--- src/verilog/sstx_regs.vh ---
// constants for the sleep, subtract, test and xor execution block
// Summary of operation
// - sleep clears the power-down flag to zero.
// - sleep sets the time-out flag to one.
// - sleep resets the watchdog counter and its postscaler to zero.
// - sleep is one word, one cycle; idle in phase two, sleeps in phase four.
// - a watchdog wake-up from sleep clears the time-out flag.
// - subtract with borrow computes w minus file minus inverted carry.
// - destination bit zero writes w, one writes the file register.
// - access bit zero picks the access bank, one picks the bank select register.
// - test-skip-zero discards the fetched next instruction when the file is zero.
// - skipping a two-word instruction makes the skip take three cycles.
// - literal xor puts w xor the 8-bit literal into w.
// - each instruction cycle has four phases: decode, read, process, write.
// - a second word, top nibble all ones, executes as a no-operation.
`ifndef SSTX_REGS_VH
`define SSTX_REGS_VH
`define SSTX_OP_SLEEP 16'h0003
`define SSTX_OP_SUBFB 6'h15
`define SSTX_OP_TSTZ 7'h33
`define SSTX_OP_XORL 8'h0a
`define SSTX_OP_SECOND 4'hf
`define SSTX_FLAG_C 0
`define SSTX_FLAG_DC 1
`define SSTX_FLAG_Z 2
`define SSTX_FLAG_OV 3
`define SSTX_FLAG_N 4
`define SSTX_RST_STATUS 5'h00
`define SSTX_RST_W 8'h00
`define SSTX_RST_BANK 4'h0
`define SSTX_RST_TO 1'b1
`define SSTX_RST_PD 1'b1
`define SSTX_ACCESS_BANK 4'h0
`define SSTX_ACCESS_SPLIT 8'h80
`define SSTX_ACCESS_HIGH 4'hf
`define SSTX_PHASES 2'd3
`endif
--- src/verilog/sstx_alu.v ---
// arithmetic for subtract with borrow and literal xor
`timescale 1ns/1ns
`include "sstx_regs.vh"
module sstx_alu (
	input wire [7:0] w_val,
	input wire [7:0] operand,
	input wire carry_in,
	input wire do_xor,
	output reg [7:0] result,
	output reg [4:0] flags_out,
	output reg [4:0] flags_mask
);
	reg [8:0] full;
	reg [4:0] low;
	// --------------------------------
	// result and flags
	// --------------------------------
	// borrow is the inverted carry; sum with inverted operand does the subtraction
	always @*
	begin
		full = 9'h000;
		low = 5'h00;
		flags_out = 5'h00;
		flags_mask = 5'h00;
		if (do_xor)
		begin
			result = w_val ^ operand;
			flags_mask = 5'h14;
		end
		else
		begin
			full = {1'b0, w_val} + {1'b0, ~operand} + {8'h00, carry_in};
			low = {1'b0, w_val[3:0]} + {1'b0, ~operand[3:0]} + {4'h0, carry_in};
			result = full[7:0];
			flags_mask = 5'h1f;
			flags_out[`SSTX_FLAG_C] = full[8];
			flags_out[`SSTX_FLAG_DC] = low[4];
			flags_out[`SSTX_FLAG_OV] = (w_val[7] != operand[7]) && (result[7] != w_val[7]);
		end
		flags_out[`SSTX_FLAG_Z] = (result == 8'h00);
		flags_out[`SSTX_FLAG_N] = result[7];
	end
endmodule

--- src/verilog/sstx_exec.v ---
// execution of sleep, subtract with borrow, test-skip-zero and literal xor
`timescale 1ns/1ns
`include "sstx_regs.vh"
module sstx_exec (
	input wire clk,
	input wire resetn,
	input wire [15:0] instr,
	input wire [15:0] next_word,
	input wire [7:0] mem_rdata,
	input wire [3:0] bank_select_reg,
	input wire wake_watchdog,
	input wire wake_other,
	output reg [7:0] w_reg,
	output reg [4:0] status,
	output reg power_down_flag,
	output reg time_out_flag,
	output reg watchdog_clear,
	output reg osc_stop,
	output reg [11:0] mem_addr,
	output reg mem_rd,
	output reg mem_wr,
	output reg [7:0] mem_wdata,
	output reg discard_fetch,
	output reg instr_taken,
	output reg [1:0] phase_out
);
	// ----------------------------------------
	// sequence states
	// ----------------------------------------
	localparam ST_RUN = 2'd0;
	localparam ST_NOP1 = 2'd1;
	localparam ST_NOP2 = 2'd2;
	localparam ST_SLEEP = 2'd3;

	reg [1:0] state;
	reg [1:0] next_state;
	reg [7:0] operand;
	reg skip_two;
	wire [1:0] phase;
	wire cycle_end;
	wire run;
	wire [7:0] alu_result;
	wire [4:0] alu_flags;
	wire [4:0] alu_mask;
	wire is_sleep;
	wire is_sub;
	wire is_tst;
	wire is_xor;
	wire is_second;
	wire [11:0] file_addr;
	wire next_two_word;
	reg [2:0] wake_sync;

	// ----------------------------------------
	// decode
	// ----------------------------------------
	assign is_sleep = (instr == `SSTX_OP_SLEEP);
	assign is_sub = (instr[15:10] == `SSTX_OP_SUBFB);
	assign is_tst = (instr[15:9] == `SSTX_OP_TSTZ);
	assign is_xor = (instr[15:8] == `SSTX_OP_XORL);
	assign is_second = (instr[15:12] == `SSTX_OP_SECOND);
	assign next_two_word = (next_word[15:12] == 4'hc) || (next_word[15:12] == 4'he);
	// access bit low selects the access bank, high uses the bank select register
	assign file_addr = instr[8] ? {bank_select_reg, instr[7:0]}
		: (instr[7:0] < `SSTX_ACCESS_SPLIT ? {`SSTX_ACCESS_BANK, instr[7:0]}
		: {`SSTX_ACCESS_HIGH, instr[7:0]});
	assign run = (state != ST_SLEEP);

	sstx_phase u_phase (
		.clk(clk),
		.resetn(resetn),
		.run(run),
		.phase(phase),
		.cycle_end(cycle_end)
	);

	sstx_alu u_alu (
		.w_val(w_reg),
		.operand(is_xor ? instr[7:0] : operand),
		.carry_in(status[`SSTX_FLAG_C]),
		.do_xor(is_xor),
		.result(alu_result),
		.flags_out(alu_flags),
		.flags_mask(alu_mask)
	);

	// ----------------------------------------
	// wake inputs
	// ----------------------------------------
	// three-stage synchroniser on both wake sources
	reg [2:0] wake_o_sync;
	always @(posedge clk)
	begin
		if (!resetn)
		begin
			wake_sync <= 3'b000;
			wake_o_sync <= 3'b000;
		end
		else
		begin
			wake_sync <= {wake_sync[1:0], wake_watchdog};
			wake_o_sync <= {wake_o_sync[1:0], wake_other};
		end
	end
	wire wdt_wake = wake_sync[1] & wake_sync[2];
	wire oth_wake = wake_o_sync[1] & wake_o_sync[2];

	// ----------------------------------------
	// next state
	// ----------------------------------------
	always @*
	begin
		next_state = state;
		case (state)
			ST_RUN:
			begin
				if (phase == 2'd3 && is_sleep)
					next_state = ST_SLEEP;
				else if (phase == 2'd3 && is_tst && operand == 8'h00)
					next_state = ST_NOP1;
			end
			ST_NOP1:
			begin
				if (phase == 2'd3)
					next_state = skip_two ? ST_NOP2 : ST_RUN;
			end
			ST_NOP2:
			begin
				if (phase == 2'd3)
					next_state = ST_RUN;
			end
			ST_SLEEP:
			begin
				if (wdt_wake || oth_wake)
					next_state = ST_RUN;
			end
			default:
				next_state = ST_RUN;
		endcase
	end

	// ----------------------------------------
	// execution by phase
	// ----------------------------------------
	// phase 0 decode, 1 read, 2 process, 3 write; nop cycles touch nothing but discard_fetch, raised in phase 3 of the first nop of a two-word skip
	always @(posedge clk)
	begin
		if (!resetn)
		begin
			state <= ST_RUN;
			w_reg <= `SSTX_RST_W;
			status <= `SSTX_RST_STATUS;
			power_down_flag <= `SSTX_RST_PD;
			time_out_flag <= `SSTX_RST_TO;
			watchdog_clear <= 1'b0;
			osc_stop <= 1'b0;
			mem_addr <= 12'h000;
			mem_rd <= 1'b0;
			mem_wr <= 1'b0;
			mem_wdata <= 8'h00;
			discard_fetch <= 1'b0;
			instr_taken <= 1'b0;
			phase_out <= 2'd0;
			operand <= 8'h00;
			skip_two <= 1'b0;
		end
		else
		begin
			state <= next_state;
			phase_out <= phase;
			mem_rd <= 1'b0;
			mem_wr <= 1'b0;
			watchdog_clear <= 1'b0;
			discard_fetch <= 1'b0;
			// raised during the write phase so fetch swaps the word before the next decode
			instr_taken <= (phase == 2'd2) && (state != ST_SLEEP);
			if (state == ST_RUN)
			begin
				case (phase)
					2'd0:
					begin
						// read address for file operands; sleep reads nothing
						if (is_sub || is_tst)
						begin
							mem_addr <= file_addr;
							mem_rd <= 1'b1;
						end
					end
					2'd1:
					begin
						if (is_sub || is_tst)
							operand <= mem_rdata;
					end
					2'd2:
					begin
						if (is_sleep)
						begin
							power_down_flag <= 1'b0;
							time_out_flag <= 1'b1;
							watchdog_clear <= 1'b1;
						end
					end
					2'd3:
					begin
						if (is_sleep)
							osc_stop <= 1'b1;
						if (is_sub && !instr[9])
							w_reg <= alu_result;
						if (is_sub && instr[9])
						begin
							mem_wr <= 1'b1;
							mem_wdata <= alu_result;
						end
						if (is_xor)
							w_reg <= alu_result;
						if (is_sub || is_xor)
							status <= (status & ~alu_mask) | (alu_flags & alu_mask);
						if (is_tst && operand == 8'h00)
						begin
							discard_fetch <= 1'b1;
							skip_two <= next_two_word;
						end
					end
					default:
					begin
					end
				endcase
			end
			else if (state == ST_SLEEP)
			begin
				if (wdt_wake)
				begin
					time_out_flag <= 1'b0;
					osc_stop <= 1'b0;
				end
				else if (oth_wake)
					osc_stop <= 1'b0;
			end
			else if (state == ST_NOP1 && phase == 2'd3 && skip_two)
				discard_fetch <= 1'b1;
		end
	end
endmodule

--- src/verilog/sstx_phase.v ---
// four-phase generator for the instruction cycle
`timescale 1ns/1ns
`include "sstx_regs.vh"
module sstx_phase (
	input wire clk,
	input wire resetn,
	input wire run,
	output reg [1:0] phase,
	output reg cycle_end
);
	// --------------------------------
	// phase counter
	// --------------------------------
	// counts decode, read, process, write; holds at decode while stopped
	always @(posedge clk)
	begin
		if (!resetn)
		begin
			phase <= 2'd0;
			cycle_end <= 1'b0;
		end
		else if (!run)
		begin
			phase <= 2'd0;
			cycle_end <= 1'b0;
		end
		else
		begin
			phase <= phase + 2'd1;
			cycle_end <= (phase == (`SSTX_PHASES - 2'd1));
		end
	end
endmodule

--- config.mk ---
export PLATFORM = sky130hd
export DESIGN_NAME = sstx_exec
export DESIGN_NICKNAME = d
export VERILOG_FILES = /design/src/verilog/sstx_alu.v /design/src/verilog/sstx_exec.v /design/src/verilog/sstx_phase.v
export VERILOG_INCLUDE_DIRS = /design/src /design/src/verilog
export SDC_FILE = /design/constraint.sdc
export NUM_CORES = 1
export LEC_CHECK = 0
export ABC_AREA = 1
export BUFFER_PORTS_ARGS = -buffer_cell sky130_fd_sc_hd__buf_2
export CAP_MARGIN = 20
export CORE_ASPECT_RATIO = 1.4
export CORE_UTILIZATION = 51
export DETAILED_ROUTE_END_ITERATION = 8
export GPL_TIMING_DRIVEN = 1
export PLACE_DENSITY = 0.79
export SKIP_LAST_GASP = 1
export SLEW_MARGIN = 30
export SYNTH_ARGS = -nofsm -noshare
export SYNTH_HDL_FRONTEND = slang
export SYNTH_SLANG_ARGS = --single-unit
--- constraint.sdc ---
create_clock -name clk -period 9.55 [get_ports clk]
set_clock_uncertainty 0.1 [all_clocks]
set_input_delay 2.865 -clock clk [delete_from_list [all_inputs] [get_ports clk]]
set_output_delay 2.865 -clock clk [all_outputs]
set_load 0.01 [all_outputs]
==> results.cfg, run 1 <==
[setup_path]
critical_path.max_fanout = 20
crit_path_end_kind = register
critPathRequiredTime_ps = 9680
rr_worst_depth = 15
arrival_ps = 5980
r2r_start = operand[0]
critical_path_class = in -> reg
critPathLaunchType = input port
reg2reg_to = mem_wdata[6]
reg2reg_slack_ps = 6930

[yosys]
synth_top_cell_by_area = dfxtp_1
synth.distinct_cells = 28
synth_ff_type = dfxtp_1
avgSynthCellArea_um2 = 6.835
yosysWarnings = 0
synth_area_um2 = 3131
synth_edf_count = 0
async_reset_ff_share_pct = 0
ys_ff_latch = 62
seq_area_frac_synth_pct = 39.65
syn_inst = 458
synthTopCellsByArea = dfxtp_1 40%, nand2_1 12%, inv_1 11%
synth_top_area_share_pct = 39.65
synth_nets = 520

[clock_network]
htreeDepth = 3
cts_resized = 0
ctsHoldBuffers = 0
clockBufferDepth = 2
cts_sinks = 62
cts_setup_buffers = 0
insertion_delay_ps = 340
cts-root-buf = clkbuf_8
cts_tree = built
numCtsBuffers = 9
clk_pin_slew_ps = 70

[floorplanning]
dieArea_um2 = 6460
ios = 91
start_util_pct = 53.02
num_rows = 33
dieWidth_um = 68.22
die_h_um = 94.70
core_um2 = 5904

[sta]
finalCriticalPeriod_ps = 5844
max_freq_ghz = 0.1711
worst_slew_pin_slew_ps = 831.5
finalHoldViolCount = 0
fin_setup_tns_ps = 0
setup_violations = 0
maxSlewViolCount = 0
relSlewSlack_pct = 44.36
rsz0062_at_grt = false
hold_ws_ps = 313.8
fin_crit_sh_pct = 61.19

[worst_hold_path]
hold_class = reg -> reg
min_path_cells = 2
hold_path_end = wake_sync[1]
min_from = wake_sync[0]

[layout]
syn2layout_area_growth_pct = 18.79
final_area_um2 = 3719
utilization_pct = 62.98
diodes = 0
regMostFlops = mem_addr
largest_reg_flops = 12
final_nets = 593
drive_above_1_share_pct = 18.47

[drt]
wire_per_inst_um = 11.67
wl_um = 7075
vias_per_cell = 5.007
antenna_left = 0
vias = 3034
drtIter0Drc = 154
drc = 0
dr.pass1.iters = 4

[global_route]
track_usage_pct = 23.42
antenna_found_initial = 0
grt_pass1_wl_um = 11300
grt_pass1_vias = 2652
globalRouteOverflowTotal = 0
grt_start_max_net_pins = 53

[power_and_ir_drop]
ir_drop_uv = 100.9
p_leak_nw = 2.029
power_mw = 0.5823
power_density_nw_per_um2 = 156.6

[run]
maxCapViolations = 0

[placed_design]
dp_hpwl_um = 5403
placed_area_um2 = 3518
io_buffers = 77
place.gp.congestion = 0.8593

[outcome]
status = completed
routing by layer:
metal  part of all wire [%]  GRT usage [%]  up-vias
met5                      0              0        -
met1                     44          27.93     1361
met3                    4.3          6.159       14
met2                     50          38.24       70
met4                    2.1          10.76        0
li1                       -              -     1589
how the worst max path moves through the flow:
stage	startpoint	end	slack, ps	cells after the start
after CTS	instr[13]	mem_wdata[6]	3730	19
after floorplan	instr[15]	mem_wdata[6]	4240	20
after global routing	instr[9]	mem_wdata[6]	3280	18
after detailed placement	instr[13]	mem_wdata[6]	3420	19
after global placement	instr[13]	mem_wdata[6]	3480	19
final	instr[13]	mem_wdata[6]	3710	19
stage by stage:
stage | setup slack (ps) | instances
2_1_floorplan | 4242 | 458
3_3_place_gp | 3480 | 590
3_5_place_dp | 3415 | 590
4_1_cts | 3731 | 606
5_1_grt | 3277 | 606
6_report | 3706 | 606
power breakdown:
group | switching, mW | internal (mW) | total, mW
registers | 0.00668 | 0.268 | 0.275
logic | 0.0516 | 0.0266 | 0.0782
clock network | 0.102 | 0.128 | 0.230
total | 0.160 | 0.422 | 0.582
cell families (layout without fill, tap and decap cells):
group                    count (synthesis)  count (layout)  share of synthesized area [%]
XOR/XNOR                                 1               1                         0.2798
AO/OA/AOI/OAI                           98              98                          16.19
AND/OR/NAND/NOR                        172             172                          23.58
flip-flops                              62              62                          39.65
adder cells (fa/ha/maj)                 14              14                          6.075
buffers and inverters                  111             189                          14.23
synth_stat cells, types with 4 or more instances:
cell type,number
nor2_1,31
a21oi_1,44
clkbuf_1,8
inv_1,94
nand3_1,18
nand4_1,11
nand2_1,100
ha_1,12
o211ai_1,4
o21ai_0,47
dfxtp_1,62
final cells by class:
cell class	count	area [um^2]
Tap cell	70	87.58
Timing Repair Buffer	77	385.4
Clock inverter	5	58.81
Inverter	96	360.3
Fill cell	546	2186
Multi-Input combinational cell	285	1444
Sequential cell	62	1241
Clock buffer	11	141.4
cell usage in the layout, fill, tap and decap left out, drive strengths merged:
cell type	n
nand2	101
inv	95
buf	77
dfxtp	62
o21ai	47
a21oi	45
nor2	32
nand3	18
ha	12
nand4	11
clkbuf	11
o211ai	4
nor3	4
nor4	3
clkinv	3
or2	2
fa	2
clkinvlp	2
xor2	1
a31oi	1
nand3b	1
o22ai	1
bufinv	1
worst max-delay path, stage by stage:
cell and delay (ps):
buf_2 120, nor2_1 100, nand2_1 90, inv_1 80
nand2_1 380, o21ai_0 510, fa_1 280, inv_1 70
fa_1 420, a21oi_1 350, inv_1 80, nand2_1 110
nand3_1 70, nand2_1 80, nand2_1 40, inv_1 120
nand2_1 70, o211ai_1 90, inv_1 50
Power figures use the tool's default switching activity.
==> inputs of run 2 (changes only) <==
Settings changed: ABC_AREA 1 to 0.
Clock period 9.55 ns to 6 ns, I/O delays scaled along.
==> results.cfg, run 2 <==
[setup_path]
arrival_ps = 4770
critPathRequiredTime_ps = 6090
critical_path_class = in -> reg
crit_family = simple AND/OR/NAND/NOR gates
crit_chain = buf_2 > nor4_4 > and4_1 > buf_4 > nand2_1 > nand2_1 > fa_1 > inv_1 > fa_1 > a21o_1 > a211oi_1 > nor2_1 > or4_1 > nand3_1 > a21oi_1
reg2reg_slack_ps = 3320
rr_worst_depth = 11
r2r_start = operand[0]
slowest_delay_ps = 460
slowest_stage = or4_1
critical_path.max_fanout = 10
reg2reg_to = mem_wdata[6]
critPathLaunchType = input port
crit_path_end_kind = register
timing.critical_path.from = instr[8]
endpoint = mem_wdata[6]
timing.critical_path.buf_inv = 3
path_depth = 15

[sta]
finalCriticalPeriod_ps = 4673
fin_crit_sh_pct = 77.89
fin_setup_tns_ps = 0
hold_ws_ps = 339.7
relSlewSlack_pct = 47.91
maxSlewViolCount = 0
finalHoldViolCount = 0
worst_slew_pin_slew_ps = 780.2
rsz0062_at_grt = false
max_freq_ghz = 0.2140
setup_violations = 0

[power_and_ir_drop]
internal-power_mw = 0.6687
clockPowerShare_pct = 46.0
power_frac_seq_pct = 48.7
swShare_pct = 22.33
ir_drop_uv = 147.1
p_comb_share_pct = 5.3
p_sw_mw = 0.1922
p_leak_nw = 1.669
power_density_nw_per_um2 = 239.6

[layout]
syn2layout_area_growth_pct = 20.57
final_area_um2 = 3593
fillers = 471
final_common_cell = buf_2
final_nets = 456
drive_above_1_share_pct = 26.32
fin_cells = 467
multiInputGateArea_um2 = 1623
regMostFlops = mem_addr
largest_reg_flops = 12
layout_common_cells = 77 x buf_2, 62 x dfxtp_1, 54 x nor2_1
diodes = 0
regArea_um2 = 1241

[run]
maxCapViolations = 0

[yosys]
synth_top_cell_by_area = dfxtp_1
synthTopCellsByArea = dfxtp_1 42%, mux2i_1 12%, nor2_1 6.8%
synth_ff_type = dfxtp_1
seq_area_frac_synth_pct = 41.65
yosysMostFrequentCell = dfxtp_1
async_reset_ff_share_pct = 0
syn_inst = 321
yosysWarnings = 0
yosys-top-cells-count = 62 x dfxtp_1, 54 x nor2_1, 35 x mux2i_1
synth_edf_count = 0
synth_top_area_share_pct = 41.65
avgSynthCellArea_um2 = 9.285
synth.distinct_cells = 56
ys_ff_latch = 62
synth_area_um2 = 2980
synth_nets = 383

[placed_design]
dp_cells = 451
dp_hpwl_um = 4919
placed_area_um2 = 3379
io_buffers = 77
place.gp.congestion = 0.8812

[clock_network]
ctsHoldBuffers = 0
numCtsBuffers = 9
htreeDepth = 3
cts_resized = 0
clockBufferDepth = 2
cts_setup_buffers = 0
clk_pin_slew_ps = 70
cts-root-buf = clkbuf_8
cts_tree = built
cts_sinks = 62
insertion_delay_ps = 340

[global_route]
globalRouteOverflowTotal = 0
grt_start_max_net_pins = 47
track_usage_pct = 23.22
antenna_found_initial = 0
grt_pass1_wl_um = 10790
grt_pass1_vias = 2393

[drt]
wl_met2_um = 3386
vias = 2582
wire_per_inst_um = 14.33
vias_per_cell = 5.529
wl_met1_um = 2805
drc = 0
wl_um = 6690
highest_layer = met4
route.met3.wl_um = 335
dr.pass1.iters = 4
drtIter0Drc = 122
antenna_left = 0

[worst_hold_path]
hold_class = reg -> reg

[outcome]
status = completed

[floorplanning]
core_um2 = 5565
die_h_um = 92.45
dieWidth_um = 66.61
start_util_pct = 53.55
ios = 91
num_rows = 32
dieArea_um2 = 6158
run 2: cell types whose count changed in the layout (fill, tap and decap cells not counted), sizes merged, moves of 4 or more:
cell / change
nand4: -9
nor2b: +4
o21a: +4
inv: -87
o21ai: -38
a211oi: +11
nand2: -85
nand3: -6
a21oi: -28
and3: +5
mux2i: +35
nor2: +22
and2: +10
o211ai: -4
run 2: power groups by stage:
stage / combinational, mW / sequential (mW) / clock (mW)
after floorplan: 0.0223 / 0.429 / 0
after global placement: 0.0444 / 0.428 / 0
after detailed placement: 0.0457 / 0.428 / 0
after CTS: 0.0460 / 0.419 / 0.402
after global routing: 0.0512 / 0.419 / 0.419
final: 0.0458 / 0.419 / 0.396
run 2: routing by layer:
layer | global-route usage (%) | up-vias
li1 | - | 1288
met1 | 27.56 | 1206
met2 | 37.71 | 75
met3 | 4.680 | 13
met4 | 13.65 | 0
met5 | 0 | -
run 2: cell type report:
type	count	area share, %
multi-input combinational	234	45.16
tap	68	2.368
inverter	8	0.8357
clock inverter	6	2.403
clock buffer	10	3.552
sequential	62	34.54
timing repair buffer	79	11.14
run 2: per-stage QoR:
step	util [%]	total power, mW	setup slack (ps)
finish	64.57	0.8609	1327
global route	64.57	0.8897	1155
CTS	64.57	0.8671	1339
detailed placement	60.72	0.4739	1001
global placement	60.61	0.4724	1064
floorplan	-	0.4512	1457
run 2: how the worst min path moves through the flow:
stage | endpoint | cells after the start | from | slack (ps)
3_5_place_dp | wake_sync[1] | 1 | wake_sync[0] | 330
6_report | wake_sync[1] | 1 | wake_sync[0] | 340
2_1_floorplan | wake_o_sync[1] | 1 | wake_o_sync[0] | 310
3_3_place_gp | wake_sync[1] | 1 | wake_sync[0] | 320
5_1_grt | wake_sync[1] | 1 | wake_sync[0] | 350
4_1_cts | wake_sync[1] | 1 | wake_sync[0] | 340
run 2: worst register-to-register path, cell delays in order (launching register included):
cell and delay (ps):
dfxtp_1 350, nand2_1 60, nand2_1 100, fa_1 200, inv_1 50, fa_1 440
a21o_1 200, a211oi_1 250, nor2_1 110, or4_1 460, nand3_1 130, a21oi_1 70
run 2: logic make-up after synthesis:
kind of cell / Yosys count / synth area share, %
AOI/OAI and AO/OA: 57 / 13.31
buffers and inverters: 25 / 4.114
muxes: 35 / 11.75
xor gates and xnor gates: 6 / 1.763
adders and majority gates: 14 / 6.381
and+or+nand+nor: 122 / 21.03
DFF: 62 / 41.65
==> inputs of run 3 (changes only) <==
Settings changed: CORE_UTILIZATION 51 to 46, PLACE_DENSITY 0.79 to 0.76.
Clock period 6 ns to 3.8 ns, I/O delays scaled along.
==> results.cfg, run 3 (synthesis results as in run 2) <==
[floorplanning]
start_util_pct = 47.66
num_rows = 34
dieArea_um2 = 6810
dieWidth_um = 70.03
ios = 91
die_h_um = 97.24
core_um2 = 6254

[sta]
relSlewSlack_pct = 46.37
fin_crit_sh_pct = 95.33
setup_slack_ps = 177.5
setup_violations = 0
worst_slew_pin_slew_ps = 803.2
maxSlewViolCount = 0
fin_setup_tns_ps = 0
finalCriticalPeriod_ps = 3622
rsz0062_at_grt = false
hold_ws_ps = 332.9
max_freq_ghz = 0.2761
finalHoldViolCount = 0

[drt]
drc = 0
wire_per_inst_um = 14.27
vias = 2620
wl_um = 7090
drtIter0Drc = 108
vias_per_cell = 5.272
antenna_left = 0
dr.pass1.iters = 4

[placed_design]
place.gp.congestion = 0.8428
pre_cts_ws_ps = -168.5
dp_hpwl_um = 5222
dp_cells = 481
io_buffers = 77
placed_area_um2 = 3592

[setup_path]
slowest_delay_ps = 450
crit_path_end_kind = register
slowest_stage = or4_1
arrival_ps = 3710
crit_family = simple AND/OR/NAND/NOR gates
critPathLaunchType = input port
critical_path_class = in -> reg
crit_chain = buf_2 > nor4_4 > and4_1 > nand2_1 > nand2_1 > fa_2 > inv_2 > fa_2 > a21o_1 > a211oi_2 > nor2_1 > or4_1 > nand3_1 > a21oi_1
critPathRequiredTime_ps = 3890
critical_path.max_fanout = 3
timing.critical_path.buf_inv = 2

[layout]
final_area_um2 = 3810
final_nets = 482
regArea_um2 = 1241
multiInputGateArea_um2 = 1639
diodes = 0
syn2layout_area_growth_pct = 27.83
drive_above_1_share_pct = 32.00
layout_common_cells = 77 x buf_2, 62 x dfxtp_1, 54 x nor2_1
utilization_pct = 60.92
largest_reg_flops = 12
final_common_cell = buf_2
regMostFlops = mem_addr
fin_cells = 497
fillers = 561

[run]
maxCapViolations = 0

[global_route]
track_usage_pct = 21.77
globalRouteOverflowTotal = 0
grt_start_max_net_pins = 47
grt_pass1_vias = 2579
grt_pass1_wl_um = 11610
antenna_found_initial = 0

[power_and_ir_drop]
p_leak_nw = 1.770
power_density_nw_per_um2 = 359.7
power_mw = 1.370
ir_drop_uv = 282.6

[clock_network]
cts-root-buf = clkbuf_8
ctsHoldBuffers = 0
cts_tree = built
numCtsBuffers = 9
htreeDepth = 3
insertion_delay_ps = 340
clk_pin_slew_ps = 70
cts_sinks = 62
clockBufferDepth = 2

[worst_hold_path]
hold_class = reg -> reg

[outcome]
status = completed
-- run 3: where the power goes --
group	total (mW)	switching, mW	leakage (nW)	internal [mW]
Clock	0.630	0.262	0.106	0.368
Combinational	0.0789	0.0438	1.16	0.0351
Sequential	0.662	0.00399	0.501	0.658
Total	1.37	0.310	1.77	1.06
-- run 3: layout make-up --
cell class	instances	share of cell area, %
Inverter	8	0.7882
Tap cell	72	2.365
Timing Repair Buffer	105	15.63
Clock buffer	10	3.350
Multi-Input combinational cell	234	43.02
Clock inverter	6	2.266
Sequential cell	62	32.58
-- run 3: worst paths after layout --
kind / start / to / slack, ps / cells after the start
min: wake_sync[0] / wake_sync[1] / 330 / 1
max: instr[12] / mem_wdata[6] / 180 / 14
max reg2reg: operand[0] / mem_wdata[6] / 1310 / 11
min reg2reg: wake_sync[0] / wake_sync[1] / 330 / 1
-- run 3: what timing repair did --
item                       CTS  global route
gates resized for setup      0             1
buffers inserted             0             0
setup endpoints to repair    0             3
-- run 3: metal layers --
layer | wire (um) | GRT usage [%]
met5 | 0 | 0
met4 | 104 | 9.692
met3 | 303 | 6.224
met2 | 3739 | 37.87
met1 | 2943 | 24.25
